**config.mk**
```make
export PLATFORM = sky130hd
export DESIGN_NAME = cbtoc_top
export DESIGN_NICKNAME = d
export VERILOG_FILES = /design/src/verilog/cbtoc_pkg.sv /design/src/verilog/cbtoc_top.sv
export VERILOG_INCLUDE_DIRS = /design/src /design/src/verilog
export SDC_FILE = /design/constraint.sdc
export NUM_CORES = 1
export LEC_CHECK = 0
export ABC_AREA = 0
export CAP_MARGIN = 20
export CORE_ASPECT_RATIO = 0.9
export CORE_MARGIN = 1
export CORE_UTILIZATION = 45
export CTS_CLUSTER_DIAMETER = 100
export CTS_CLUSTER_SIZE = 25
export DETAILED_ROUTE_END_ITERATION = 8
export DONT_BUFFER_PORTS = 1
export PLACE_DENSITY_LB_ADDON = 0.15
export SLEW_MARGIN = 10
export SYNTH_ARGS = -nofsm -noshare
export SYNTH_HDL_FRONTEND = slang
export SYNTH_SLANG_ARGS = --single-unit
```
**constraint.sdc**
```tcl
create_clock -name pclk -period 4.7 [get_ports pclk]
set_input_delay 0.235 -clock pclk [delete_from_list [all_inputs] [get_ports pclk]]
set_output_delay 0.235 -clock pclk [all_outputs]
set_load 0.05 [all_outputs]
```
**src/verilog/cbtoc_regs.svh**
```systemverilog
/*
 * Register indices, field positions, reset values and counts for the CAN
 * bit-timing and transmit-driver block. The file assumes inclusion by bare
 * name from the design; it holds definitions only.
 */
//
// Function
// Triple-sample bit set takes three samples per bit, clear takes one.
// Software should use single sampling at high bit rates.
// Every bit starts with a one-quantum sync segment expecting bus edges.
// The transmitter puts the next bit out at the start of the bit.
// Sample point lies between the phase segments; third sample when tripled.
// Phase segment before sample lasts its field value plus one quantum.
// Phase segment after sample lasts its field value plus one quantum.
// Bit time is sync plus both phase segments, in prescaled quanta.
// Software keeps the after-sample segment at least 2, or 3 when tripled.
// Software keeps the before-sample segment no shorter than the after one.
// Software keeps jump width within the after segment and below the before.
// Shortest legal bit is 5 quanta single, 7 quanta triple sampled.
// Timing and driver registers are writable only during reset request.
// Mode field: 00 biphase, 01 unused, 10 normal one, 11 normal two.
// Internal bit value is 0 for dominant and 1 for recessive.
// Biphase toggles a flip-flop per dominant bit, line A first.
// Biphase turns all drivers off for every recessive bit.
// Normal one drives the same untoggled stream on both lines.
// Normal two puts the bit clock, high during sync, on line B.
// P transistor on only when enabled and bit differs from polarity.
// N transistor on only when enabled and bit equals polarity.
// The 11-bit identifier goes out most significant bit first.
// Smaller identifier wins arbitration; a lost bit stops transmission.
// Software never loads an identifier with seven top bits recessive.
// Resync changes a bit by at most jump width plus one quantum.
// Quantum divider is prescaler field plus one, 1 to 64.
// Hard sync on the frame's first falling edge, resync on later ones.
`ifndef CBTOC_REGS_SVH
`define CBTOC_REGS_SVH

// ----------------------------------------------------------------------------
// Register indices (byte address is four times the index)
// ----------------------------------------------------------------------------
`define CB_IDX_CTRL  6'h20
`define CB_IDX_STAT  6'h22
`define CB_IDX_BT0   6'h26
`define CB_IDX_BSC   6'h27
`define CB_IDX_ODC   6'h28
`define CB_IDX_TIH   6'h2A
`define CB_IDX_TFC   6'h2B

// ----------------------------------------------------------------------------
// Field positions
// ----------------------------------------------------------------------------
`define CB_CTRL_RR    0
`define CB_CTRL_GO    1
`define CB_BSC_TRIPLE 7
`define CB_BSC_T2     6:4
`define CB_BSC_T1     3:0
`define CB_BT0_SJW    7:6
`define CB_BT0_PRESC  5:0
`define CB_ODC_P1     7
`define CB_ODC_N1     6
`define CB_ODC_POL1   5
`define CB_ODC_P0     4
`define CB_ODC_N0     3
`define CB_ODC_POL0   2
`define CB_ODC_MODE   1:0
`define CB_TFC_IDLO   7:5

// ----------------------------------------------------------------------------
// Reset values and counts
// ----------------------------------------------------------------------------
`define CB_RST_BYTE   8'h00
`define CB_ONE5       5'h01
`define CB_TWO5       5'h02
`define CB_ONE3       3'h1
`define CB_ID_BITS    4'hC
`define CB_IDLE_LAST  4'hA

`endif

```
**src/verilog/cbtoc_pkg.sv**
```systemverilog
/*
 * Types shared by the CAN bit-timing and transmit-driver block.
 * Assumes nothing of its surroundings.
 */
package cbtoc_pkg;

   // Output mode selection.
   typedef enum logic [1:0] {
      CBTOC_BIPHASE = 2'b00,
      CBTOC_UNUSED  = 2'b01,
      CBTOC_NORMAL1 = 2'b10,
      CBTOC_NORMAL2 = 2'b11
   } cbtoc_mode_e;

endpackage

```
**src/verilog/cbtoc_top.sv**
```systemverilog
/*
 * CAN bit timing, sampling, identifier transmission with arbitration and
 * two-line driver control, reached over APB with zero wait states.
 * Assumes can_rx comes asynchronously from a transceiver and that the
 * driver transistor gates feed pads outside this block.
 */
// Local design decision: the APB interface to the registers.
`timescale 1ns/10ps
`default_nettype none
`include "cbtoc_regs.svh"

module cbtoc_top (
   input  wire logic        pclk,      // APB clock, 100 MHz.
   input  wire logic        presetn,   // Asynchronous reset, active low.
   input  wire logic        psel,      // APB select.
   input  wire logic        penable,   // APB access phase.
   input  wire logic        pwrite,    // APB direction.
   input  wire logic [7:0]  paddr,     // APB byte address.
   input  wire logic [31:0] pwdata,    // APB write data.
   output logic      [31:0] prdata,    // APB read data.
   output logic             pready,    // APB ready.
   output logic             pslverr,   // APB error on unmapped address.
   input  wire logic        can_rx,    // Receive comparator, 0 dominant.
   output logic             p_tx_a,    // Line A P transistor on.
   output logic             n_tx_a,    // Line A N transistor on.
   output logic             p_tx_b,    // Line B P transistor on.
   output logic             n_tx_b     // Line B N transistor on.
);
   import cbtoc_pkg::*;

   // -------------------------------------------------------------------------
   // Register bus
   // -------------------------------------------------------------------------
   logic        pready_ff, pslverr_ff;
   logic [31:0] prdata_ff;
   logic        rr_ff;
   logic [7:0]  bsc_ff, bt0_ff, odc_ff, tih_ff, tfc_ff;
   logic        pend_ff, act_ff, done_ff, lost_ff, idle_ff, rxb_ff;

   // Decode is combinational; every answer is registered one cycle later.
   wire       setup   = psel & ~penable;
   wire       acc     = psel & penable & pready_ff;
   wire [5:0] idx     = paddr[7:2];
   wire       algn    = (paddr[1:0] == 2'b00);
   wire       h_ctrl  = algn & (idx == `CB_IDX_CTRL);
   wire       h_stat  = algn & (idx == `CB_IDX_STAT);
   wire       h_bt0   = algn & (idx == `CB_IDX_BT0);
   wire       h_bsc   = algn & (idx == `CB_IDX_BSC);
   wire       h_odc   = algn & (idx == `CB_IDX_ODC);
   wire       h_tih   = algn & (idx == `CB_IDX_TIH);
   wire       h_tfc   = algn & (idx == `CB_IDX_TFC);
   wire       mapped  = h_ctrl | h_stat | h_bt0 | h_bsc | h_odc | h_tih | h_tfc;
   wire       wr      = acc & pwrite & ~pslverr_ff;
   wire       cfg_ok  = rr_ff;
   wire       go_wr   = wr & h_ctrl & pwdata[`CB_CTRL_GO] & ~pwdata[`CB_CTRL_RR];
   wire [7:0] stat_rd = {3'h0, rxb_ff, idle_ff, lost_ff, done_ff, act_ff};
   wire [7:0] cfg_rd  = h_bt0 ? bt0_ff : h_bsc ? bsc_ff : odc_ff;
   wire [7:0] rd_val  = h_ctrl ? {7'h00, rr_ff} :
                        h_stat ? stat_rd :
                        h_tih  ? tih_ff :
                        h_tfc  ? tfc_ff :
                        ((h_bt0 | h_bsc | h_odc) & cfg_ok) ? cfg_rd : 8'h00;

   // Answer in the first access cycle; a blocked register reads as zero.
   always_ff @(posedge pclk or negedge presetn) begin
      if (!presetn) begin
         pready_ff  <= 1'b0;
         pslverr_ff <= 1'b0;
         prdata_ff  <= 32'h0000_0000;
      end else begin
         pready_ff  <= setup;
         pslverr_ff <= setup & ~mapped;
         prdata_ff  <= (setup & ~pwrite) ? {24'h00_0000, rd_val} : 32'h0000_0000;
      end
   end

   // Configuration writes; the timing and driver set is locked outside reset request.
   always_ff @(posedge pclk or negedge presetn) begin
      if (!presetn) begin
         rr_ff  <= 1'b1;
         bt0_ff <= `CB_RST_BYTE;
         bsc_ff <= `CB_RST_BYTE;
         odc_ff <= `CB_RST_BYTE;
         tih_ff <= `CB_RST_BYTE;
         tfc_ff <= `CB_RST_BYTE;
      end else begin
         if (wr & h_ctrl)
            rr_ff <= pwdata[`CB_CTRL_RR];
         if (wr & h_bt0 & cfg_ok)
            bt0_ff <= pwdata[7:0];
         if (wr & h_bsc & cfg_ok)
            bsc_ff <= pwdata[7:0];
         if (wr & h_odc & cfg_ok)
            odc_ff <= pwdata[7:0];
         if (wr & h_tih)
            tih_ff <= pwdata[7:0];
         if (wr & h_tfc)
            tfc_ff <= pwdata[7:0];
      end
   end

   // -------------------------------------------------------------------------
   // Receive input synchroniser
   // -------------------------------------------------------------------------
   logic rx1_ff, rx2_ff, rx3_ff, rx_ff, rxp_ff;

   // Three stages; the level moves on only when stages two and three agree.
   always_ff @(posedge pclk or negedge presetn) begin
      if (!presetn) begin
         rx1_ff <= 1'b1;
         rx2_ff <= 1'b1;
         rx3_ff <= 1'b1;
         rx_ff  <= 1'b1;
         rxp_ff <= 1'b1;
      end else begin
         rx1_ff <= can_rx;
         rx2_ff <= rx1_ff;
         rx3_ff <= rx2_ff;
         if (rx2_ff == rx3_ff)
            rx_ff <= rx3_ff;
         rxp_ff <= rx_ff;
      end
   end

   // -------------------------------------------------------------------------
   // Bit timing
   // -------------------------------------------------------------------------
   logic [5:0] presc_ff;
   logic [4:0] seg_ff;
   logic [2:0] ext_ff, shr_ff;
   logic       rsd_ff;

   wire        run      = ~rr_ff;
   wire [3:0]  t1       = bsc_ff[`CB_BSC_T1];
   wire [2:0]  t2       = bsc_ff[`CB_BSC_T2];
   wire        triple   = bsc_ff[`CB_BSC_TRIPLE];
   wire [2:0]  sjw1     = {1'b0, bt0_ff[`CB_BT0_SJW]} + `CB_ONE3;
   wire        tq_tick  = run & (presc_ff == bt0_ff[`CB_BT0_PRESC]);
   // Sync is quantum 0; phase one ends at seg1_end; the bit ends at bit_last.
   wire [4:0]  seg1_end = {1'b0, t1} + `CB_ONE5 + {2'b00, ext_ff};
   wire [4:0]  bit_last = seg1_end + {2'b00, t2} + `CB_ONE5
                          - {2'b00, shr_ff};
   wire        bit_end  = tq_tick & (seg_ff == bit_last);
   wire        smp_pt   = tq_tick & (seg_ff == seg1_end);
   wire        rx_fall  = rxp_ff & ~rx_ff;
   wire        hard     = run & rx_fall & idle_ff;
   wire        resync   = run & rx_fall & ~idle_ff & ~rsd_ff & (seg_ff != 5'h00);
   wire        in_ph2   = seg_ff > seg1_end;
   wire [4:0]  to_end   = bit_last - seg_ff + `CB_ONE5;
   wire        jump     = resync & in_ph2 & (to_end <= {2'b00, sjw1});
   wire [2:0]  ext_n    = (seg_ff < {2'b00, sjw1}) ? seg_ff[2:0] : sjw1;

   // Quantum and segment counters with hard sync and bounded resync.
   always_ff @(posedge pclk or negedge presetn) begin
      if (!presetn) begin
         presc_ff <= 6'h00;
         seg_ff   <= 5'h00;
         ext_ff   <= 3'h0;
         shr_ff   <= 3'h0;
         rsd_ff   <= 1'b0;
      end else if (!run || hard || jump) begin
         presc_ff <= 6'h00;
         seg_ff   <= 5'h00;
         ext_ff   <= 3'h0;
         shr_ff   <= 3'h0;
         rsd_ff   <= jump;
      end else begin
         presc_ff <= tq_tick ? 6'h00 : presc_ff + 6'h01;
         if (bit_end) begin
            seg_ff <= 5'h00;
            ext_ff <= 3'h0;
            shr_ff <= 3'h0;
            rsd_ff <= 1'b0;
         end else if (tq_tick)
            seg_ff <= seg_ff + `CB_ONE5;
         if (resync & ~in_ph2) begin
            ext_ff <= ext_n;
            rsd_ff <= 1'b1;
         end else if (resync) begin
            shr_ff <= sjw1;
            rsd_ff <= 1'b1;
         end
      end
   end

   // -------------------------------------------------------------------------
   // Sampling and bus idle detection
   // -------------------------------------------------------------------------
   logic       sa_ff, sb_ff;
   logic [3:0] idle_cnt_ff;
   // Majority of three costs a bit of delay but rejects single spikes.
   wire        maj    = (sa_ff & sb_ff) | (sa_ff & rx_ff) | (sb_ff & rx_ff);
   wire        rx_now = triple ? maj : rx_ff;

   always_ff @(posedge pclk or negedge presetn) begin
      if (!presetn) begin
         sa_ff       <= 1'b1;
         sb_ff       <= 1'b1;
         rxb_ff      <= 1'b1;
         idle_cnt_ff <= 4'h0;
         idle_ff     <= 1'b0;
      end else if (!run) begin
         idle_cnt_ff <= 4'h0;
         idle_ff     <= 1'b0;
      end else begin
         if (tq_tick & (seg_ff == seg1_end - `CB_TWO5))
            sa_ff <= rx_ff;
         if (tq_tick & (seg_ff == seg1_end - `CB_ONE5))
            sb_ff <= rx_ff;
         if (smp_pt) begin
            rxb_ff <= rx_now;
            if (!rx_now)
               idle_cnt_ff <= 4'h0;
            else if (idle_cnt_ff != `CB_IDLE_LAST)
               idle_cnt_ff <= idle_cnt_ff + 4'h1;
         end
         if (hard | (smp_pt & ~rx_now))
            idle_ff <= 1'b0;
         else if (smp_pt & (idle_cnt_ff == `CB_IDLE_LAST))
            idle_ff <= 1'b1;
      end
   end

   // -------------------------------------------------------------------------
   // Identifier transmission and arbitration
   // -------------------------------------------------------------------------
   logic [10:0] shift_ff;
   logic [3:0]  cnt_ff;
   logic        tx_ff, sel_ff;
   wire         tx_go  = act_ff & (cnt_ff != `CB_ID_BITS);
   wire         load   = ~act_ff & pend_ff & idle_ff;
   wire         nxt_tx = tx_go ? shift_ff[10] : ~load;
   wire         lose   = smp_pt & act_ff & tx_ff & ~rx_now;

   // A new bit leaves at the transmit point; flag sets win over clears.
   always_ff @(posedge pclk or negedge presetn) begin
      if (!presetn) begin
         tx_ff    <= 1'b1;
         sel_ff   <= 1'b0;
         act_ff   <= 1'b0;
         pend_ff  <= 1'b0;
         done_ff  <= 1'b0;
         lost_ff  <= 1'b0;
         cnt_ff   <= 4'h0;
         shift_ff <= 11'h000;
      end else if (!run) begin
         // The toggle restarts so the first dominant bit after setup uses line A.
         tx_ff   <= 1'b1;
         sel_ff  <= 1'b0;
         act_ff  <= 1'b0;
         pend_ff <= 1'b0;
      end else begin
         if (bit_end) begin
            tx_ff <= nxt_tx;
            if (!nxt_tx)
               sel_ff <= ~sel_ff;
         end
         if (bit_end & tx_go) begin
            shift_ff <= {shift_ff[9:0], 1'b1};
            cnt_ff   <= cnt_ff + 4'h1;
         end else if (bit_end & load) begin
            shift_ff <= {tih_ff, tfc_ff[`CB_TFC_IDLO]};
            cnt_ff   <= 4'h1;
         end
         if (lose | (bit_end & act_ff & ~tx_go))
            act_ff <= 1'b0;
         else if (bit_end & load)
            act_ff <= 1'b1;
         if (go_wr)
            pend_ff <= 1'b1;
         else if (bit_end & load)
            pend_ff <= 1'b0;
         if (bit_end & act_ff & ~tx_go)
            done_ff <= 1'b1;
         else if (go_wr)
            done_ff <= 1'b0;
         if (lose)
            lost_ff <= 1'b1;
         else if (go_wr)
            lost_ff <= 1'b0;
      end
   end

   // -------------------------------------------------------------------------
   // Output drivers
   // -------------------------------------------------------------------------
   cbtoc_mode_e mode;
   logic [1:0]  drv_p_ff, drv_n_ff;
   assign mode = cbtoc_mode_e'(odc_ff[`CB_ODC_MODE]);
   wire         txclk = run & (seg_ff == 5'h00);
   wire         bp    = (mode == CBTOC_BIPHASE);
   // In biphase only the selected line drives, and only a dominant bit.
   wire [1:0]   en    = bp ? {~tx_ff & ~sel_ff, ~tx_ff & sel_ff} :
                        (mode == CBTOC_UNUSED) ? 2'b00 : 2'b11;
   wire [1:0]   td    = bp ? 2'b00 :
                        (mode == CBTOC_NORMAL2) ? {txclk, tx_ff} :
                        {tx_ff, tx_ff};
   wire [1:0]   octp  = {odc_ff[`CB_ODC_P1], odc_ff[`CB_ODC_P0]};
   wire [1:0]   octn  = {odc_ff[`CB_ODC_N1], odc_ff[`CB_ODC_N0]};
   wire [1:0]   pol   = {odc_ff[`CB_ODC_POL1], odc_ff[`CB_ODC_POL0]};
   logic [1:0]  nxt_p, nxt_n;

   // Drivers float during reset request so a half-written setup never drives.
   for (genvar i = 0; i < 2; i++) begin : g_line
      assign nxt_p[i] = run & en[i] & octp[i] & (td[i] != pol[i]);
      assign nxt_n[i] = run & en[i] & octn[i] & (td[i] == pol[i]);
   end

   always_ff @(posedge pclk or negedge presetn) begin
      if (!presetn) begin
         drv_p_ff <= 2'b00;
         drv_n_ff <= 2'b00;
      end else begin
         drv_p_ff <= nxt_p;
         drv_n_ff <= nxt_n;
      end
   end

   assign prdata  = prdata_ff;
   assign pready  = pready_ff;
   assign pslverr = pslverr_ff;
   assign p_tx_a  = drv_p_ff[0];
   assign n_tx_a  = drv_n_ff[0];
   assign p_tx_b  = drv_p_ff[1];
   assign n_tx_b  = drv_n_ff[1];
endmodule
`default_nettype wire
```
After elaboration in Yosys (flattened, before gate mapping)
Cells that the tools add are included.
{"block": "word_totals", "register_bits": 107, "wordCells": 252}
{"block": "op_classes", "n_addsub": 14, "order_cmp": 3, "eq_ne": 24, "n_mux": 56, "bitwise": 96, "reduce_logical": 25}
{"op": "AND 1 bit", "n": 68}
{"op": "two-way mux 8 bit", "n": 8}
{"op": "== test 6 bit, second input constant", "n": 7}
{"op": "two-way mux 3 bit", "n": 8}
{"op": "two-way mux 4 bit", "n": 6}
{"op": "two-way mux 1 bit", "n": 23}
{"op": "two-way mux 11 bit", "n": 2}
{"op": "== test 5 bit", "n": 4}
{"op": "NOT 1 bit", "n": 16}
{"op": "AND reduction 2 bit", "n": 8}
{"op": "adder 5 x 1 -> 5 bit, second input constant", "n": 3}
{"op": "two-way mux 5 bit", "n": 3}
{"op": "nonzero test 3 bit", "n": 5}
{"op": "two-way mux 6 bit", "n": 2}
{"op": "OR 1 bit", "n": 12}
{"op": "adder 5 x 3 -> 5 bit", "n": 2}
{"op": "nonzero test 2 bit", "n": 5}
{"op": "adder 4 x 1 -> 4 bit, second input constant", "n": 2}
{"op": "two-way mux 2 bit", "n": 4}
{"op": "!= test 4 bit, second input constant", "n": 2}
{"op": "adder 6 x 1 -> 6 bit, second input constant", "n": 1}
{"op": "== test 6 bit", "n": 1}
{"op": "adder 4 x 1 -> 5 bit, second input constant", "n": 1}
{"op": "greater-than comparator 5 bit", "n": 1}
{"op": "other kinds (19)", "n": 24}

Logic depth before layout (Yosys ltp)
{"block": "depth", "word_depth": 12, "mapped_depth": 17, "depth_no_buf": 16}

Worst setup path before layout
OpenSTA, ideal clock, no wires.
{"block": "synth_path", "path_type": "reg-to-reg", "startpoint": "register bsc_ff[0]", "endpoint": "register presc_ff[2]", "arrival_ns": 4.396, "required_time_ns": 4.566, "path_slack_ns": 0.170, "stages_incl_launch_ff": 17, "n_path_buf": 1, "synth_period_minus_slack_ns": 4.530, "path_cell_list": "dfrtp_1 > inv_1 > ha_1 > fa_1 > xor2_1 > fa_1 > inv_1 > ha_1 > xor2_1 > ha_1 > fa_1 > ha_1 > o21ai_0 > o21ai_0 > o31ai_4 > buf_2 > nor3_1"}
{"block": "synth_via", "elab_chain_cells": 11, "word_cells_on_any_way": 13, "classes_between": "add/sub: 7; order compare: 2; mux: 1; bitwise: 2; reduce/logical: 1"}
{"element": "start: declaration", "line": "cbtoc_top.sv:37", "rtl": "logic [7:0] bsc_ff, bt0_ff, odc_ff, tih_ff, tfc_ff;"}
{"element": "start signal: assignment", "line": "cbtoc_top.sv:82", "rtl": "bsc_ff <= `CB_RST_BYTE;"}
{"element": "start signal: assignment", "line": "cbtoc_top.sv:92", "rtl": "bsc_ff <= pwdata[7:0];"}
{"element": "adder 4 x 1 -> 5 bit (no source line) (*)"}
{"element": "adder 5 x 3 -> 5 bit (*)", "line": "cbtoc_top.sv:140", "rtl": "wire [4:0] seg1_end = {1'b0, t1} + `CB_ONE5 + {2'b00, ext_ff};"}
{"element": "adder 5 x 3 -> 5 bit", "line": "cbtoc_top.sv:141", "rtl": "wire [4:0] bit_last = seg1_end + {2'b00, t2} + `CB_ONE5"}
{"element": "adder 5 x 1 -> 5 bit (no source line)"}
{"element": "subtractor 5 x 3 -> 5 bit", "line": "cbtoc_top.sv:141"}
{"element": "subtractor 5 bit", "line": "cbtoc_top.sv:149", "rtl": "wire [4:0] to_end = bit_last - seg_ff + `CB_ONE5;"}
{"element": "adder 5 x 1 -> 5 bit (no source line)"}
{"element": "<= comparator 5 x 3 -> 1 bit", "line": "cbtoc_top.sv:150", "rtl": "wire jump = resync & in_ph2 & (to_end <= {2'b00, sjw1});"}
{"element": "AND 1 bit (*)", "line": "cbtoc_top.sv:150"}
{"element": "logical OR 1 bit (*)", "line": "cbtoc_top.sv:161", "rtl": "end else if (!run || hard || jump) begin"}
{"element": "two-way mux 6 bit (*)", "line": "cbtoc_top.sv:161"}
{"element": "end signal: assignment", "line": "cbtoc_top.sv:168", "rtl": "presc_ff <= tq_tick ? 6'h00 : presc_ff + 6'h01;"}
{"element": "end: declaration", "line": "cbtoc_top.sv:128", "rtl": "logic [5:0] presc_ff;"}
Every way passes the cells marked *; elsewhere a longest branch is shown, timed or not.
A chain may end at the register's enable or synchronous reset.

Worst setup path after layout
{"block": "layout_path", "startpoint": "register bsc_ff[0]", "endpoint": "register ext_ff[1]"}
{"block": "layout_via", "elab_chain_cells": 11, "word_cells_on_any_way": 19, "classes_between": "add/sub: 7; order compare: 2; eq/ne: 1; mux: 2; bitwise: 5; reduce/logical: 2"}
{"element": "adder 4 x 1 -> 5 bit (no source line) (*)"}
{"element": "adder 5 x 3 -> 5 bit (*)", "line": "cbtoc_top.sv:140"}
{"element": "adder 5 x 3 -> 5 bit", "line": "cbtoc_top.sv:141"}
{"element": "adder 5 x 1 -> 5 bit (no source line)"}
{"element": "subtractor 5 x 3 -> 5 bit", "line": "cbtoc_top.sv:141"}
{"element": "subtractor 5 bit", "line": "cbtoc_top.sv:149"}
{"element": "adder 5 x 1 -> 5 bit (no source line)"}
{"element": "<= comparator 5 x 3 -> 1 bit", "line": "cbtoc_top.sv:150"}
{"element": "AND 1 bit", "line": "cbtoc_top.sv:150"}
{"element": "logical OR 1 bit", "line": "cbtoc_top.sv:161"}
{"element": "nonzero test 3 bit (no source line) or two-way mux 3 bit (tied branches)"}
{"element": "end signal: assignment", "line": "cbtoc_top.sv:177", "rtl": "ext_ff <= ext_n;"}
{"element": "end: declaration", "line": "cbtoc_top.sv:130", "rtl": "logic [2:0] ext_ff, shr_ff;"}
Marks and branches as above.

==> metrics <==
FFs w/ async S/R, synth between 90% and 100%; Die Area roughly 14000 µm²; DRT Pass-1 Iters 5; Placed Cells ~750; post-synthesis cell count ~600; # clock sinks approximately 110; worst r2r src bsc_ff[0]; die height ~110 µm; gpl congestion 0.882; syn_area_per_cell between 10 and 15 µm²; share of the synthesized area in the top cell type between 30% and 40%; fin. max-slew vios 0; most common cell in the netlist dfrtp_1; relative slew slack about 49%; post-route ant nets 0; Period Utilization, post-route 93.2%; Fmax between 200 and 250 MHz; H-tree Lvls 3; drt via density 5.77; # DRC 0; CP arrival 4.60 ns; Worst Setup SP bsc_ff[0]; LEAKAGE ~0.003 µW; Cell Count, Final, Fillers Out 776; slew of the pin with the lowest slew margin about 0.76 ns; largest area contributor in the netlist dfrtp_1; Layout area overhead 8.00%; deepest clock path buffer count 2; setup TNS 0 ns; Startpoint Class register; mapped cell area 6250 µm²; largest vdd supply drop 331 µV; max cap viols 0; number of nets in the layout around 690; via count approximately 4500; Worst Skew 0.00815 ns; Initial Utilization a little under half; Initial DRC Count roughly 270; Worst Hold Class input pin to register; post-route total power roughly 3600 µW; sequential-to-total area share from yosys stat a little over two fifths; Util after Layout 50.2%; port bufs 0; Total Wirelength roughly 15000 µm; min Tclk post-route between 4 and 5 ns; Pwr per Cell Area approximately 540 nW/µm²; outcome finished, final reports clean; CP max FO 17; core area roughly 13000 µm²; vias in the first global route around 4400; reg-to-reg endpoint ext_ff[1]; Post-synth top cells dfrtp_1 (97), inv_1 (40), mux2_2 (40); Ys Warns 0; initial antenna violation count 0; CP required around 5 ns; IO Pins 84; Skew-Pair Late Insertion Delay 0.35 ns; Post-synth EDFFs 0; chip width 126 µm; DP HPWL between 10000 and 15000 µm; Num CTS Buffers 9; critical path class register to register; Routed wire per std cell roughly 19 µm; Netlist cell types 73; cell count of the worst reg-to-reg path 17; Top FF cell, synth dfrtp_1; GRT Util Overall about 22%; critical path capture point ext_ff[1]; Clock transition at path regs approximately 0.07 ns; Root Buffer clkbuf_16; largest net degree at the start of global routing approximately 110; Synth area leaders dfrtp_1 (39%), mux2_2 (7.2%), ha_1 (7.0%); crit path capture type register; total grt overflow 0; r2r setup slk ~0.32 ns; layout cells sized above 1 between 10 and 15%; row cnt 40; ANT cells 0; #FFs+latches synth approximately 110; CTS tree done; Fin. Hold Viols 0; worst hold-check slack between 0.006 and 0.007 ns; first-pass GRT wire length around 24000 µm; final setup vio count 0
==> final cells by class <==
| class | count | area [µm²] |
|---|---|---|
| timing repair buffer | 13 | 140 |
| fill | 1207 | 6710 |
| inverter | 40 | 150 |
| clock inverter | 5 | 60.1 |
| sequential | 107 | 2690 |
| tap | 168 | 210 |
| clock buffer | 11 | 243 |
| multi-input combinational | 432 | 3260 |
==> critical path: stages, from the launching register on <==
cell and delay (ns):
dfrtp_1 0.34, inv_1 0.05, ha_1 0.23, fa_2 0.36, xor2_1 0.24, fa_1 0.45
inv_1 0.12, ha_4 0.22, xor2_1 0.16, ha_1 0.35, fa_1 0.48, ha_1 0.31
o21ai_0 0.17, o21ai_1 0.10, buf_4 0.15, o31ai_4 0.25, buf_12 0.19, o32ai_1 0.09
==> power by group <==
group	switching, µW	total, µW	internal [µW]
registers	100	1120	1010
logic	991	1750	762
clock network	348	779	431
==> sequential cells by signal, summed over array words and instances, names as in the netlist, 6 cells and up <==
signal,flops
prdata,8
shift_ff,11
tfc_ff,8
odc_ff,8
presc_ff,6
bt0_ff,8
bsc_ff,8
tih_ff,8
==> cells in the final DEF, fill, tap and decap left out, types with 14 or more instances in the layout <==
cell type	instances
inv_1	40
nor3_1	18
dfrtp_1	97
nand3_1	18
conb_1	24
ha_1	34
a21oi_1	24
xor2_1	18
o21ai_0	20
o22ai_1	14
mux2_2	40
nand2_1	35
xnor2_1	16
nor2_1	33
==> routing by layer <==
layer	part of all wire, %	global-route usage, %	routed length (µm)	vias to the layer above
met5	0	0	0	-
met4	0.99	5.62	146	0
met3	4.8	4.41	707	13
met2	45	33.0	6640	142
met1	49	31.7	7250	2218
li1	-	-	-	2108
==> how the worst min path moves through the flow <==
stage	end	cells past startpoint	slack [ns]	startpoint
3_5_place_dp	presc_ff[4]	0	-0.06	presetn
4_1_cts	tfc_ff[0]	2	0.005	pwdata[0]
5_1_grt	tfc_ff[0]	2	0.002	pwdata[0]
3_3_place_gp	presc_ff[4]	0	-0.06	presetn
6_report	tfc_ff[0]	2	0.007	pwdata[0]
2_1_floorplan	act_ff	0	-0.06	presetn
==> kinds of logic after synthesis <==
| group | count (synthesis) | synth area share (%) |
|---|---|---|
| simple gates | 155 | 13.2 |
| xor+xnor | 36 | 5.48 |
| mux | 50 | 8.80 |
| other cells | 1 | 0.0600 |
| flops | 107 | 43.0 |
| buf+inv | 83 | 6.58 |
| compound gates | 126 | 14.1 |
| fa+ha+maj | 41 | 8.76 |
==> per-stage QoR <==
stage	setup slack (ns)	area (µm²)
3_3_place_gp	0.227	6350
4_1_cts	0.107	6730
6_report	0.321	6760
2_1_floorplan	0.170	6340
3_5_place_dp	0.147	6350
5_1_grt	-0.0116	6760
==> timing repair <==
item	CTS	global route
buffers inserted	0	1
endpoints found under the hold margin	110	0
hold buffers	5	0
setup endpoints to repair	0	17
gates resized for setup	0	4
Power figures use the tool's default switching activity.
